[src/xra_regs.svh]
`ifndef XRA_REGS_SVH
`define XRA_REGS_SVH

// ****************************************
// Address map and timing
// ****************************************
`define XRA_ADDR_W 11
`define XRA_DATA_W 32
`define XRA_MGMT_ADDR_W 16
`define XRA_MEM_DEPTH 2048
`define XRA_ADDR_ADAPT_HOLD 16'h0343
`define XRA_ADDR_BG_CAL 11'h542
`define XRA_BIT_CTRL 0
`define XRA_BG_CAL_RESET 32'h00000001
`define XRA_ADAPT_HOLD_RESET 32'h00000000
`define XRA_BUSY_CYCLES 2'h2
`define XRA_MGMT_RD_CYCLES 2'h1
`define XRA_CLK_MHZ_MIN 100
`define XRA_CLK_MHZ_MAX 125

`endif

[src/xra_pkg.sv]
package xra_pkg;
	typedef enum logic [4:0]
	{
		XRA_DEV_IDLE = 5'h01,
		XRA_DEV_BUSY = 5'h02,
		XRA_DEV_DONE = 5'h04,
		XRA_DEV_MRD = 5'h08,
		XRA_DEV_MDONE = 5'h10
	} xra_dev_state_t;

	typedef enum logic [6:0]
	{
		XRA_SEQ_IDLE = 7'h01,
		XRA_SEQ_HOLD = 7'h02,
		XRA_SEQ_CAL_OFF = 7'h04,
		XRA_SEQ_ACCESS = 7'h08,
		XRA_SEQ_CAL_ON = 7'h10,
		XRA_SEQ_RELEASE = 7'h20,
		XRA_SEQ_END = 7'h40
	} xra_seq_state_t;
endpackage

[src/xra_if.sv]
`timescale 1ns/10ps
`include "xra_regs.svh"

interface xra_if
(
	input wire logic ref_clk,
	input wire logic arst_n
);
	// Reconfiguration port
	logic reconfig_write;
	logic reconfig_read;
	logic [`XRA_ADDR_W-1:0] reconfig_address;
	logic [`XRA_DATA_W-1:0] reconfig_writedata;
	logic [`XRA_DATA_W-1:0] reconfig_readdata;
	logic reconfig_waitrequest;
	// Management port
	logic mgmt_write;
	logic mgmt_read;
	logic [`XRA_MGMT_ADDR_W-1:0] mgmt_address;
	logic [`XRA_DATA_W-1:0] mgmt_writedata;
	logic [`XRA_DATA_W-1:0] mgmt_readdata;
	logic mgmt_readdata_valid;
	logic mgmt_waitrequest;

	modport device
	(
		input ref_clk, arst_n,
		input reconfig_write, reconfig_read, reconfig_address,
		input reconfig_writedata,
		output reconfig_readdata, reconfig_waitrequest,
		input mgmt_write, mgmt_read, mgmt_address, mgmt_writedata,
		output mgmt_readdata, mgmt_readdata_valid, mgmt_waitrequest
	);

	modport master
	(
		input ref_clk, arst_n,
		output reconfig_write, reconfig_read, reconfig_address,
		output reconfig_writedata,
		input reconfig_readdata, reconfig_waitrequest,
		output mgmt_write, mgmt_read, mgmt_address, mgmt_writedata,
		input mgmt_readdata, mgmt_readdata_valid, mgmt_waitrequest
	);
endinterface

[src/xra_master.sv]
`timescale 1ns/10ps
`include "xra_regs.svh"

module xra_master
	import xra_pkg::*;
(
	xra_if.master bus,
	input wire logic start,
	input wire logic adapt_trig_en,
	input wire logic has_bg_cal,
	input wire logic acc_write,
	input wire logic [`XRA_ADDR_W-1:0] acc_address,
	input wire logic [`XRA_DATA_W-1:0] acc_writedata,
	output logic busy,
	output logic done,
	output logic [`XRA_DATA_W-1:0] acc_readdata
);
	// ****************************************
	// Sequencer
	// ****************************************
	xra_seq_state_t state;
	xra_seq_state_t next_state;
	logic rw;
	logic next_rw;
	logic rr;
	logic next_rr;
	logic [`XRA_ADDR_W-1:0] ra;
	logic [`XRA_ADDR_W-1:0] next_ra;
	logic [`XRA_DATA_W-1:0] rd;
	logic [`XRA_DATA_W-1:0] next_rd;
	logic mw;
	logic next_mw;
	logic [`XRA_DATA_W-1:0] md;
	logic [`XRA_DATA_W-1:0] next_md;
	logic next_busy;
	logic next_done;
	logic [`XRA_DATA_W-1:0] next_acc_readdata;
	logic rc_done;

	// Request is finished when the device drops waitrequest
	assign rc_done = (rw || rr) && !bus.reconfig_waitrequest;

	function automatic logic [`XRA_DATA_W-1:0] ctrl_word(input logic v);
		ctrl_word = {{(`XRA_DATA_W-1){1'b0}}, v};
	endfunction

	always_comb
	begin
		next_state = state;
		next_rw = rw;
		next_rr = rr;
		next_ra = ra;
		next_rd = rd;
		next_mw = 1'b0;
		next_md = md;
		next_busy = busy;
		next_done = 1'b0;
		next_acc_readdata = acc_readdata;
		case (state)
			XRA_SEQ_IDLE:
				if (start)
				begin
					next_busy = 1'b1;
					if (adapt_trig_en)
					begin
						next_state = XRA_SEQ_HOLD;
						next_mw = 1'b1;
						next_md = ctrl_word(1'b1);
					end
					else
						next_state = XRA_SEQ_HOLD;
				end
			XRA_SEQ_HOLD:
			begin
				// Management writes are never stalled
				if (has_bg_cal)
				begin
					next_state = XRA_SEQ_CAL_OFF;
					next_rw = 1'b1;
					next_ra = `XRA_ADDR_BG_CAL;
					next_rd = ctrl_word(1'b0);
				end
				else
				begin
					next_state = XRA_SEQ_ACCESS;
					next_rw = acc_write;
					next_rr = !acc_write;
					next_ra = acc_address;
					next_rd = acc_writedata;
				end
			end
			XRA_SEQ_CAL_OFF:
				if (rc_done)
				begin
					// Strobe drops for a cycle between steps
					next_state = XRA_SEQ_ACCESS;
					next_rw = 1'b0;
					next_rr = 1'b0;
				end
			XRA_SEQ_ACCESS:
				if (!rw && !rr)
				begin
					next_rw = acc_write;
					next_rr = !acc_write;
					next_ra = acc_address;
					next_rd = acc_writedata;
				end
				else if (rc_done)
				begin
					next_acc_readdata = bus.reconfig_readdata;
					if (has_bg_cal)
					begin
						next_state = XRA_SEQ_CAL_ON;
						next_rw = 1'b0;
						next_rr = 1'b0;
					end
					else
					begin
						next_state = XRA_SEQ_RELEASE;
						next_rw = 1'b0;
						next_rr = 1'b0;
					end
				end
			XRA_SEQ_CAL_ON:
				if (!rw)
				begin
					next_rw = 1'b1;
					next_ra = `XRA_ADDR_BG_CAL;
					next_rd = ctrl_word(1'b1);
				end
				else if (rc_done)
				begin
					next_state = XRA_SEQ_RELEASE;
					next_rw = 1'b0;
				end
			XRA_SEQ_RELEASE:
			begin
				next_state = XRA_SEQ_END;
				next_mw = adapt_trig_en;
				next_md = ctrl_word(1'b0);
			end
			XRA_SEQ_END:
			begin
				next_state = XRA_SEQ_IDLE;
				next_busy = 1'b0;
				next_done = 1'b1;
			end
			default:
				next_state = XRA_SEQ_IDLE;
		endcase
	end

	always_ff @(posedge bus.ref_clk or negedge bus.arst_n)
	begin
		if (!bus.arst_n)
		begin
			state <= XRA_SEQ_IDLE;
			rw <= 1'b0;
			rr <= 1'b0;
			ra <= {`XRA_ADDR_W{1'b0}};
			rd <= {`XRA_DATA_W{1'b0}};
			mw <= 1'b0;
			md <= {`XRA_DATA_W{1'b0}};
			busy <= 1'b0;
			done <= 1'b0;
			acc_readdata <= {`XRA_DATA_W{1'b0}};
		end
		else
		begin
			state <= next_state;
			rw <= next_rw;
			rr <= next_rr;
			ra <= next_ra;
			rd <= next_rd;
			mw <= next_mw;
			md <= next_md;
			busy <= next_busy;
			done <= next_done;
			acc_readdata <= next_acc_readdata;
		end
	end

	assign bus.reconfig_write = rw;
	assign bus.reconfig_read = rr;
	assign bus.reconfig_address = ra;
	assign bus.reconfig_writedata = rd;
	assign bus.mgmt_write = mw;
	assign bus.mgmt_read = 1'b0;
	assign bus.mgmt_address = `XRA_ADDR_ADAPT_HOLD;
	assign bus.mgmt_writedata = md;
endmodule

[src/flat_wrapper.sv]
// flat-port wrapper written by rule: the top's interface ports become plain ports
module xra_master_flat import xra_pkg::*;
  (start, adapt_trig_en, has_bg_cal, acc_write, acc_address, acc_writedata, busy, done, acc_readdata, ref_clk, arst_n, bus_reconfig_write, bus_reconfig_read, bus_reconfig_address, bus_reconfig_writedata, bus_reconfig_readdata, bus_reconfig_waitrequest, bus_mgmt_write, bus_mgmt_read, bus_mgmt_address, bus_mgmt_writedata, bus_mgmt_readdata, bus_mgmt_readdata_valid, bus_mgmt_waitrequest);
  xra_if bus_i (.ref_clk(ref_clk), .arst_n(arst_n));
  input wire logic start;
  input wire logic adapt_trig_en;
  input wire logic has_bg_cal;
  input wire logic acc_write;
  input wire logic [`XRA_ADDR_W-1:0] acc_address;
  input wire logic [`XRA_DATA_W-1:0] acc_writedata;
  output logic busy;
  output logic done;
  output logic [`XRA_DATA_W-1:0] acc_readdata;
  input wire logic ref_clk;
  input wire logic arst_n;
  output wire logic [$bits(bus_i.reconfig_write)-1:0] bus_reconfig_write;
  output wire logic [$bits(bus_i.reconfig_read)-1:0] bus_reconfig_read;
  output wire logic [$bits(bus_i.reconfig_address)-1:0] bus_reconfig_address;
  output wire logic [$bits(bus_i.reconfig_writedata)-1:0] bus_reconfig_writedata;
  input wire logic [$bits(bus_i.reconfig_readdata)-1:0] bus_reconfig_readdata;
  input wire logic [$bits(bus_i.reconfig_waitrequest)-1:0] bus_reconfig_waitrequest;
  output wire logic [$bits(bus_i.mgmt_write)-1:0] bus_mgmt_write;
  output wire logic [$bits(bus_i.mgmt_read)-1:0] bus_mgmt_read;
  output wire logic [$bits(bus_i.mgmt_address)-1:0] bus_mgmt_address;
  output wire logic [$bits(bus_i.mgmt_writedata)-1:0] bus_mgmt_writedata;
  input wire logic [$bits(bus_i.mgmt_readdata)-1:0] bus_mgmt_readdata;
  input wire logic [$bits(bus_i.mgmt_readdata_valid)-1:0] bus_mgmt_readdata_valid;
  input wire logic [$bits(bus_i.mgmt_waitrequest)-1:0] bus_mgmt_waitrequest;
  assign bus_reconfig_write = bus_i.reconfig_write;
  assign bus_reconfig_read = bus_i.reconfig_read;
  assign bus_reconfig_address = bus_i.reconfig_address;
  assign bus_reconfig_writedata = bus_i.reconfig_writedata;
  assign bus_i.reconfig_readdata = bus_reconfig_readdata;
  assign bus_i.reconfig_waitrequest = bus_reconfig_waitrequest;
  assign bus_mgmt_write = bus_i.mgmt_write;
  assign bus_mgmt_read = bus_i.mgmt_read;
  assign bus_mgmt_address = bus_i.mgmt_address;
  assign bus_mgmt_writedata = bus_i.mgmt_writedata;
  assign bus_i.mgmt_readdata = bus_mgmt_readdata;
  assign bus_i.mgmt_readdata_valid = bus_mgmt_readdata_valid;
  assign bus_i.mgmt_waitrequest = bus_mgmt_waitrequest;
  xra_master u_core (.bus(bus_i), .start(start), .adapt_trig_en(adapt_trig_en), .has_bg_cal(has_bg_cal), .acc_write(acc_write), .acc_address(acc_address), .acc_writedata(acc_writedata), .busy(busy), .done(done), .acc_readdata(acc_readdata));
endmodule
[config.mk]
export PLATFORM = sky130hd
export DESIGN_NAME = xra_master_flat
export DESIGN_NICKNAME = d
export VERILOG_FILES = /design/src/xra_pkg.sv /design/src/xra_if.sv /design/src/xra_master.sv /design/src/flat_wrapper.sv
export VERILOG_INCLUDE_DIRS = /design/src
export SDC_FILE = /design/constraint.sdc
export NUM_CORES = 1
export LEC_CHECK = 0
export BUFFER_PORTS_ARGS = -buffer_cell sky130_fd_sc_hd__buf_2
export CORE_AREA = 10 10 116 118
export DETAILED_ROUTE_END_ITERATION = 16
export DIE_AREA = 0 0 126 128
export PLACE_DENSITY = 0.85
export SYNTH_ARGS = -nofsm -noshare
export SYNTH_HDL_FRONTEND = slang
export SYNTH_SLANG_ARGS = --single-unit
[constraint.sdc]
create_clock -name ref_clk -period 1.8 [get_ports ref_clk]
set_input_delay 0.09 -clock ref_clk [delete_from_list [all_inputs] [get_ports ref_clk]]
set_output_delay 0.09 -clock ref_clk [all_outputs]
set_load 0.05 [all_outputs]
==> results of run 1 <==
-- area by class of cell --
class	instances	area, sq um
inverter	5	18.8
timing repair buffer	229	1560
antenna	1	2.50
sequential	88	2210
fill	898	4830
clock buffer	10	239
tap	143	179
multi-input combinational	248	2130
clock inverter	6	51.3
-- synthesized netlist by cell type, types with 3 or more instances --
cell type   n
nor2b_1     4
buf_4      48
nor4_1      5
clkbuf_1   15
nand3b_1    5
mux2_4     30
inv_1       5
nand2b_1    6
o21ai_0    12
buf_2       5
nor3_1      5
mux2_2     46
nand2_1     5
o21bai_1    3
buf_6       3
nand3_1     3
nor2_1      7
dfrtp_1    87
and3_1     40
-- kinds of logic (layout without fill, tap and decap cells) --
family / count (synthesis) / after routing / synth area share, %
compound gates: 30 / 30 / 4.39
xor+xnor: 2 / 2 / 0.392
buf+inv: 77 / 250 / 11.1
flops: 88 / 88 / 49.2
mux: 77 / 77 / 21.9
other cells: 2 / 49 / 0.168
simple gates: 91 / 91 / 12.8
-- worst max-delay path: cells and delay by family (launching register included) --
kind | cells | cell delay (ns)
AND/OR/NAND/NOR | 1 | 0.56
buffers and inverters | 3 | 0.46
flip-flops | 1 | 0.38
multiplexers | 1 | 0.34
AO/OA/AOI/OAI | 1 | 0.12
-- power breakdown --
part / leakage [uW] / total (uW) / switching, uW / internal [uW]
combinational: 0.00223 / 6110 / 3970 / 2140
clock: 0.000134 / 1800 / 809 / 993
sequential: 0.00115 / 3120 / 433 / 2690
-- through the flow --
stage | utilization [%] | hold slack, ns | setup slack [ns]
after floorplan | - | -0.206 | -0.148
after global placement | 48.4 | -0.0440 | -0.145
after detailed placement | 48.4 | -0.0379 | -0.182
after CTS | 54.0 | 0.0437 | -0.178
after global routing | 57.0 | 0.0639 | -0.234
final | 57.0 | 0.0537 | -0.189
-- sequential cells by signal, summed over array words and instances, names as in the netlist --
name,cells
u_core.bus.reconfig_writedata,32
u_core.bus.reconfig_address,11
u_core.bus.reconfig_write,1
u_core.done,1
u_core.state,7
u_core.acc_readdata,32
u_core.busy,1
u_core.bus.mgmt_write,1
u_core.bus.reconfig_read,1
u_core.bus.mgmt_writedata,1
-- timing repair --
| action | in CTS | in global routing |
|---|---|---|
| resized for setup | 2 | 50 |
| hold endpoints to repair | 121 | 0 |
| hold buffers | 34 | 0 |
| buffers inserted | 0 | 2 |
| setup endpoints to repair | 74 | 80 |
| gates cloned | 0 | 6 |
-- worst paths after layout --
path                       depth (start not counted)                                      endpoint
setup / recovery                                   6  u_core.bus.reconfig_writedata[5]$_DFFE_PN0P_
hold / removal                                     3                   u_core.state[1]$_DFFE_PN0P_
setup reg to reg                                   6  u_core.bus.reconfig_writedata[5]$_DFFE_PN0P_
hold reg to reg                                    1    u_core.bus.reconfig_address[4]$_DFFE_PN0P_
max in group asynchronous                          3    u_core.bus.reconfig_address[8]$_DFFE_PN0P_
min in group asynchronous                          2                       u_core.busy$_DFFE_PN0P_
-- routing by layer --
metal,vias up,track usage (%)
li1,1625,-
met1,1745,14.8
met2,185,26.6
met3,31,6.66
met4,0,4.42
met5,-,0
-- cell usage in the layout (no fill, tap or decap), types with 5 or more instances in the layout --
master	count
nor4_1	5
mux2_2	7
nor3_1	5
inv_1	5
conb_1	48
nor2_1	6
dfrtp_1	84
dlygate4sd3_1	34
and3_1	40
mux2_4	69
o21ai_0	10
nand3b_1	5
clkbuf_16	12
nand2_1	5
nand2b_1	6
buf_4	20
buf_12	7
buf_2	161
==> out/metrics.cfg, run 1 <==
[clocking]
clk_root_buffer_cell=clkbuf_16
clkSlewWorstSetupHoldPaths_ns=0.07
clock_tree.htree_level_count=3
clockBufferDepth=2
worstSkewPairLatency_ns=0.33
clkSinkCount=88
cts_tree=done
numCtsBuffers=9

[placement]
area_of_placed_instances_sq_mm=0.00543
hpwlAfterDp_um=8910
gp_routability_congestion=0.863
port_buffers=162
placed_cells_incl_taps=671

[finish]
final_layout_size_suffix_gt1_share_pct=51.7
finish.cell_count_without_fillers=730
final_cell_area_sq_mm=0.00640
area_delta_synth_final_pct=43.0
final_net_count=697

[routing]
finalWirelength_um=13500
vias_per_inst=4.91
drtIter0Drc=179
drt.antenna.violating_nets=0
route.vias.total=3586
highest_layer=met4
drt_pass1_iterations=5
route.detailed.drc=0
drt-wirelength-per-cell_um=18.5
met3WireLength_um=1280
route.layer.met1.wl_um=4870
wl_met2_um=7060

[yosys]
number_of_warnings_issued_by_yosys=0
synth.avg_cell_area_sq_um=12.2
synthesis.area_sq_mm=0.00447
synth_top_area_share_pct=48.7
async_reset_ff_share_pct=100
ys_seq_area_share_pct=49.2
syn-instance-count=367
synth.top_cells.by_area=dfrtp_1 (49%), mux2_2 (12%), mux2_4 (10%)
synth_top_area_cell=dfrtp_1
synth_cell_types=46
synthesis_stage_register_bit_count=88
synthFlopType=dfrtp_1
edff_count_synth=0

[setup_path]
worst_path_max_delay_cell=or4_4
path_class=reg -> reg
cp_max_fo=11
worst_setup_path_startpoint=u_core.state[2]$_DFFE_PN0P_
arrival_time_at_the_worst_endpoint_ns=2.21
max_stage_delay_ns=0.56
critPathRequiredTime_ns=2.02
path_common_cell=buf_12
timing.reg2reg.setup_slack_ns=-0.19
worstSetupStartpointType=register
setup.worst_path.end_class=register
worstReg2RegStart=u_core.state[2]$_DFFE_PN0P_
path_cells=or4_4, buf_6, a21oi_4, buf_12, buf_12, mux2_2

[sta]
rsz0062_at_grt=yes
timing.clock.skew_ns=0.00708
tns_ns=-10.83
finalSetupViolCount=75
maxClockFrequency_mhz=503
report.final.hold_viol_count=0
final_max_slew_viol_count=0
layout_worst_path_cycle_share_pct=111
post-route-min-period_ns=1.99
timing.final.ws_setup_ns=-0.189

[die]
coreArea_sq_mm=0.0112
floorplan.rows=39
die_area_sq_mm=0.0161
floorplan.initialDensity_pct=39.9
die_h_um=128
dieWidth_um=126
num_io_pins=245

[job]
maxCapViolCount=0

[outcome]
outcome=complete, but fails checks
violations=negative setup slack

[power]
vdd.ir_drop.worst_v=0.000911
totalPowerFinal_uw=11000
power.density_mw_per_mm2=1730
static_leakage_uw=0.00351

[global_routing]
antenna_found_initial=1
grt_start_max_net_pins=48
grt_pass1_wl_um=19800
vias_in_the_first_global_route=3877
global_route.usage.total_pct=14.7
overflow=0

[worst_hold_path]
min_from=start
hold_path.class=in -> reg

Note: power is estimated with default switching activity, not from simulation.
==> run 2, diff against run 1 <==
--- a/config.mk
+++ b/config.mk
@@ -6,10 +6,11 @@
 export SDC_FILE = /design/constraint.sdc
 export NUM_CORES = 1
 export LEC_CHECK = 0
+export ABC_AREA = 1
 export BUFFER_PORTS_ARGS = -buffer_cell sky130_fd_sc_hd__buf_2
-export CORE_AREA = 10 10 116 118
+export CORE_AREA = 10 10 115 117
 export DETAILED_ROUTE_END_ITERATION = 16
-export DIE_AREA = 0 0 126 128
+export DIE_AREA = 0 0 125 127
 export PLACE_DENSITY = 0.85
 export SYNTH_ARGS = -nofsm -noshare
 export SYNTH_HDL_FRONTEND = slang
==> run 2 against run 1 <==
Net effect: the flow now finishes without violations; sequential share of layout area about the same; first-iteration DRC count is 50% higher; core utilization increased by 0.38 points; non-clock buffer count grew 40; power increased by 7.8%; clock skew is essentially flat; combinational power up 11%; via count grew 18%; critical path depth increased by 4; critical path type unchanged; critical endpoint is now u_core.bus.reconfig_writedata[28]$_DFFE_PN0P_; highest routed layer unchanged.
==> out/metrics.cfg, run 2 <==
[global_routing]
grt_start_max_net_pins=47
overflow=0
global_route.usage.total_pct=17.0
grt_pass1_wl_um=22300
vias_in_the_first_global_route=4376
antenna_found_initial=1

[clocking]
worstSkewPairLatency_ns=0.33
clockBufferDepth=2
clkSlewWorstSetupHoldPaths_ns=0.06
clk_root_buffer_cell=clkbuf_16
cts_tree=done
clkSinkCount=88
numCtsBuffers=9
clock_tree.htree_level_count=3

[yosys]
synth_top_area_share_pct=50.8
edff_count_synth=0
synth.avg_cell_area_sq_um=8.49
async_reset_ff_share_pct=100
synth_commonest_cells=nand2_1 (198), dfrtp_1 (87), nand3_1 (71)
synth_most_common_cell=nand2_1
number_of_warnings_issued_by_yosys=0
ys_seq_area_share_pct=51.4
synthesis.area_sq_mm=0.00429
synth.top_cells.by_area=dfrtp_1 (51%), nand2_1 (17%), buf_4 (8.9%)
synthFlopType=dfrtp_1
synth_top_area_cell=dfrtp_1
synthesis_stage_register_bit_count=88
synth_cell_types=26
syn-instance-count=505

[routing]
route.vias.total=4232
drt_pass1_iterations=5
drtIter0Drc=269
drt.antenna.violating_nets=0
finalWirelength_um=14300
drt-wirelength-per-cell_um=15.6
vias_per_inst=4.63
route.detailed.drc=0

[setup_path]
worstSetupStartpointType=register
worst_path_max_delay_cell=dfrtp_1
path_class=reg -> reg
cp_max_fo=38
max_stage_delay_ns=0.42
critPathRequiredTime_ns=2.07
setup.worst_path.end_class=register
path_common_cell=nand2_2
arrival_time_at_the_worst_endpoint_ns=2.00
path_cells=inv_1, nand2_1, nor2_4, nand2_2, buf_4, nand2_2, nand2_2, inv_6, nand3_1, nand2_1

[finish]
final_net_count=882
final_common_cell=nand2_1
multi_input_comb_area_sq_mm=0.00174
final_layout_size_suffix_gt1_share_pct=33.7
final_cell_mix=nand2_1 (198), buf_2 (161), dfrtp_1 (87)
final_cell_area_sq_mm=0.00638
final.fill_count=921
ff_latch_area_sq_mm=0.00220
util_after_layout_pct=57.4
area_delta_synth_final_pct=48.8

[job]
maxCapViolCount=0

[power]
power.density_mw_per_mm2=1860
vdd.ir_drop.worst_v=0.00104
static_leakage_uw=0.00363
totalPowerFinal_uw=11900

[die]
floorplan.initialDensity_pct=38.6
num_io_pins=245
floorplan.rows=39
die_area_sq_mm=0.0159
die_h_um=127
dieWidth_um=125
coreArea_sq_mm=0.0111

[sta]
final_max_slew_viol_count=0
maxClockFrequency_mhz=576
finalSetupViolCount=0
post-route-min-period_ns=1.74
layout_worst_path_cycle_share_pct=96.4
report.final.hold_viol_count=0
timing.clock.skew_ns=0.00735
hold-worst-slack_ns=0.00169

[worst_hold_path]
hold_path.class=in -> reg

[placement]
hpwlAfterDp_um=8990
area_of_placed_instances_sq_mm=0.00523
port_buffers=162
gp_routability_congestion=0.830

[outcome]
outcome=finished, final reports clean

[run 2: layout make-up]
type	count	area share, %
Tap cell	143	2.80
Inverter	20	1.25
Clock inverter	3	0.627
Multi-Input combinational cell	378	27.3
Timing Repair Buffer	269	29.4
Clock buffer	13	4.08
Antenna cell	1	0.0392
Sequential cell	88	34.5
[run 2: final timing paths]
kind	startpoint	endpoint	slack, ns	cells after the start
min	bus_reconfig_readdata[24]	u_core.acc_readdata[24]$_DFFE_PN0P_	0.002	3
max reg2reg	u_core.state[1]$_DFFE_PN0P_	u_core.bus.reconfig_writedata[28]$_DFFE_PN0P_	0.06	10
max	u_core.state[1]$_DFFE_PN0P_	u_core.bus.reconfig_writedata[28]$_DFFE_PN0P_	0.06	10
min reg2reg	u_core.acc_readdata[9]$_DFFE_PN0P_	u_core.acc_readdata[9]$_DFFE_PN0P_	0.47	2
min in group asynchronous	arst_n	u_core.bus.reconfig_writedata[29]$_DFFE_PN0P_	0.17	2
max in group asynchronous	arst_n	u_core.state[0]$_DFFE_PN1P_	0.96	3
[run 2: power by group]
group | internal, uW | switching (uW) | leakage (uW) | total, uW
logic | 1810 | 4980 | 0.00235 | 6790
registers | 2790 | 432 | 0.00113 | 3220
clock network | 1150 | 743 | 0.000150 | 1890
[run 2: timing repair]
| action | CTS | global route |
|---|---|---|
| endpoints found under the setup margin | 43 | 45 |
| gates resized for setup | 7 | 7 |
| pin swaps | 3 | 3 |
| setup buffers | 1 | 7 |
| gates cloned | 3 | 1 |
| hold endpoints to repair | 151 | 0 |
| hold buffers | 65 | 0 |
[run 2: routing by layer]
layer / GRT usage, % / wire (um) / part of all wire (%) / up-vias
li1: - / - / - / 2025
met1: 19.5 / 5610 / 39 / 1974
met2: 28.8 / 7120 / 50 / 211
met3: 6.78 / 1280 / 9.0 / 22
met4: 5.22 / 257 / 1.8 / 0
met5: 0 / 0 / 0 / -
[run 2: critical path: cells and delay by family (launching register included)]
kind / cells / cell delay [ns]
buffers and inverters: 3 / 0.53
flip-flops: 1 / 0.42
AND/OR/NAND/NOR: 7 / 0.71
[run 2: cell families after synthesis]
logic type	Yosys count	synth area share, %
buffers and inverters	89	13.8
other	2	0.175
flip-flops	88	51.4
AO/OA/AOI/OAI	10	1.37
AND/OR/NAND/NOR	316	33.3
[run 2: through the flow]
step / TNS [ns] / worst slack (ns) / std cells
global placement: -11.07 / -0.351 / 821
CTS: 0 / 0.0584 / 906
floorplan: 0 / 0.127 / 551
global route: -0.0315 / -0.0137 / 915
detailed placement: -14.55 / -0.444 / 821
finish: 0 / 0.0646 / 915
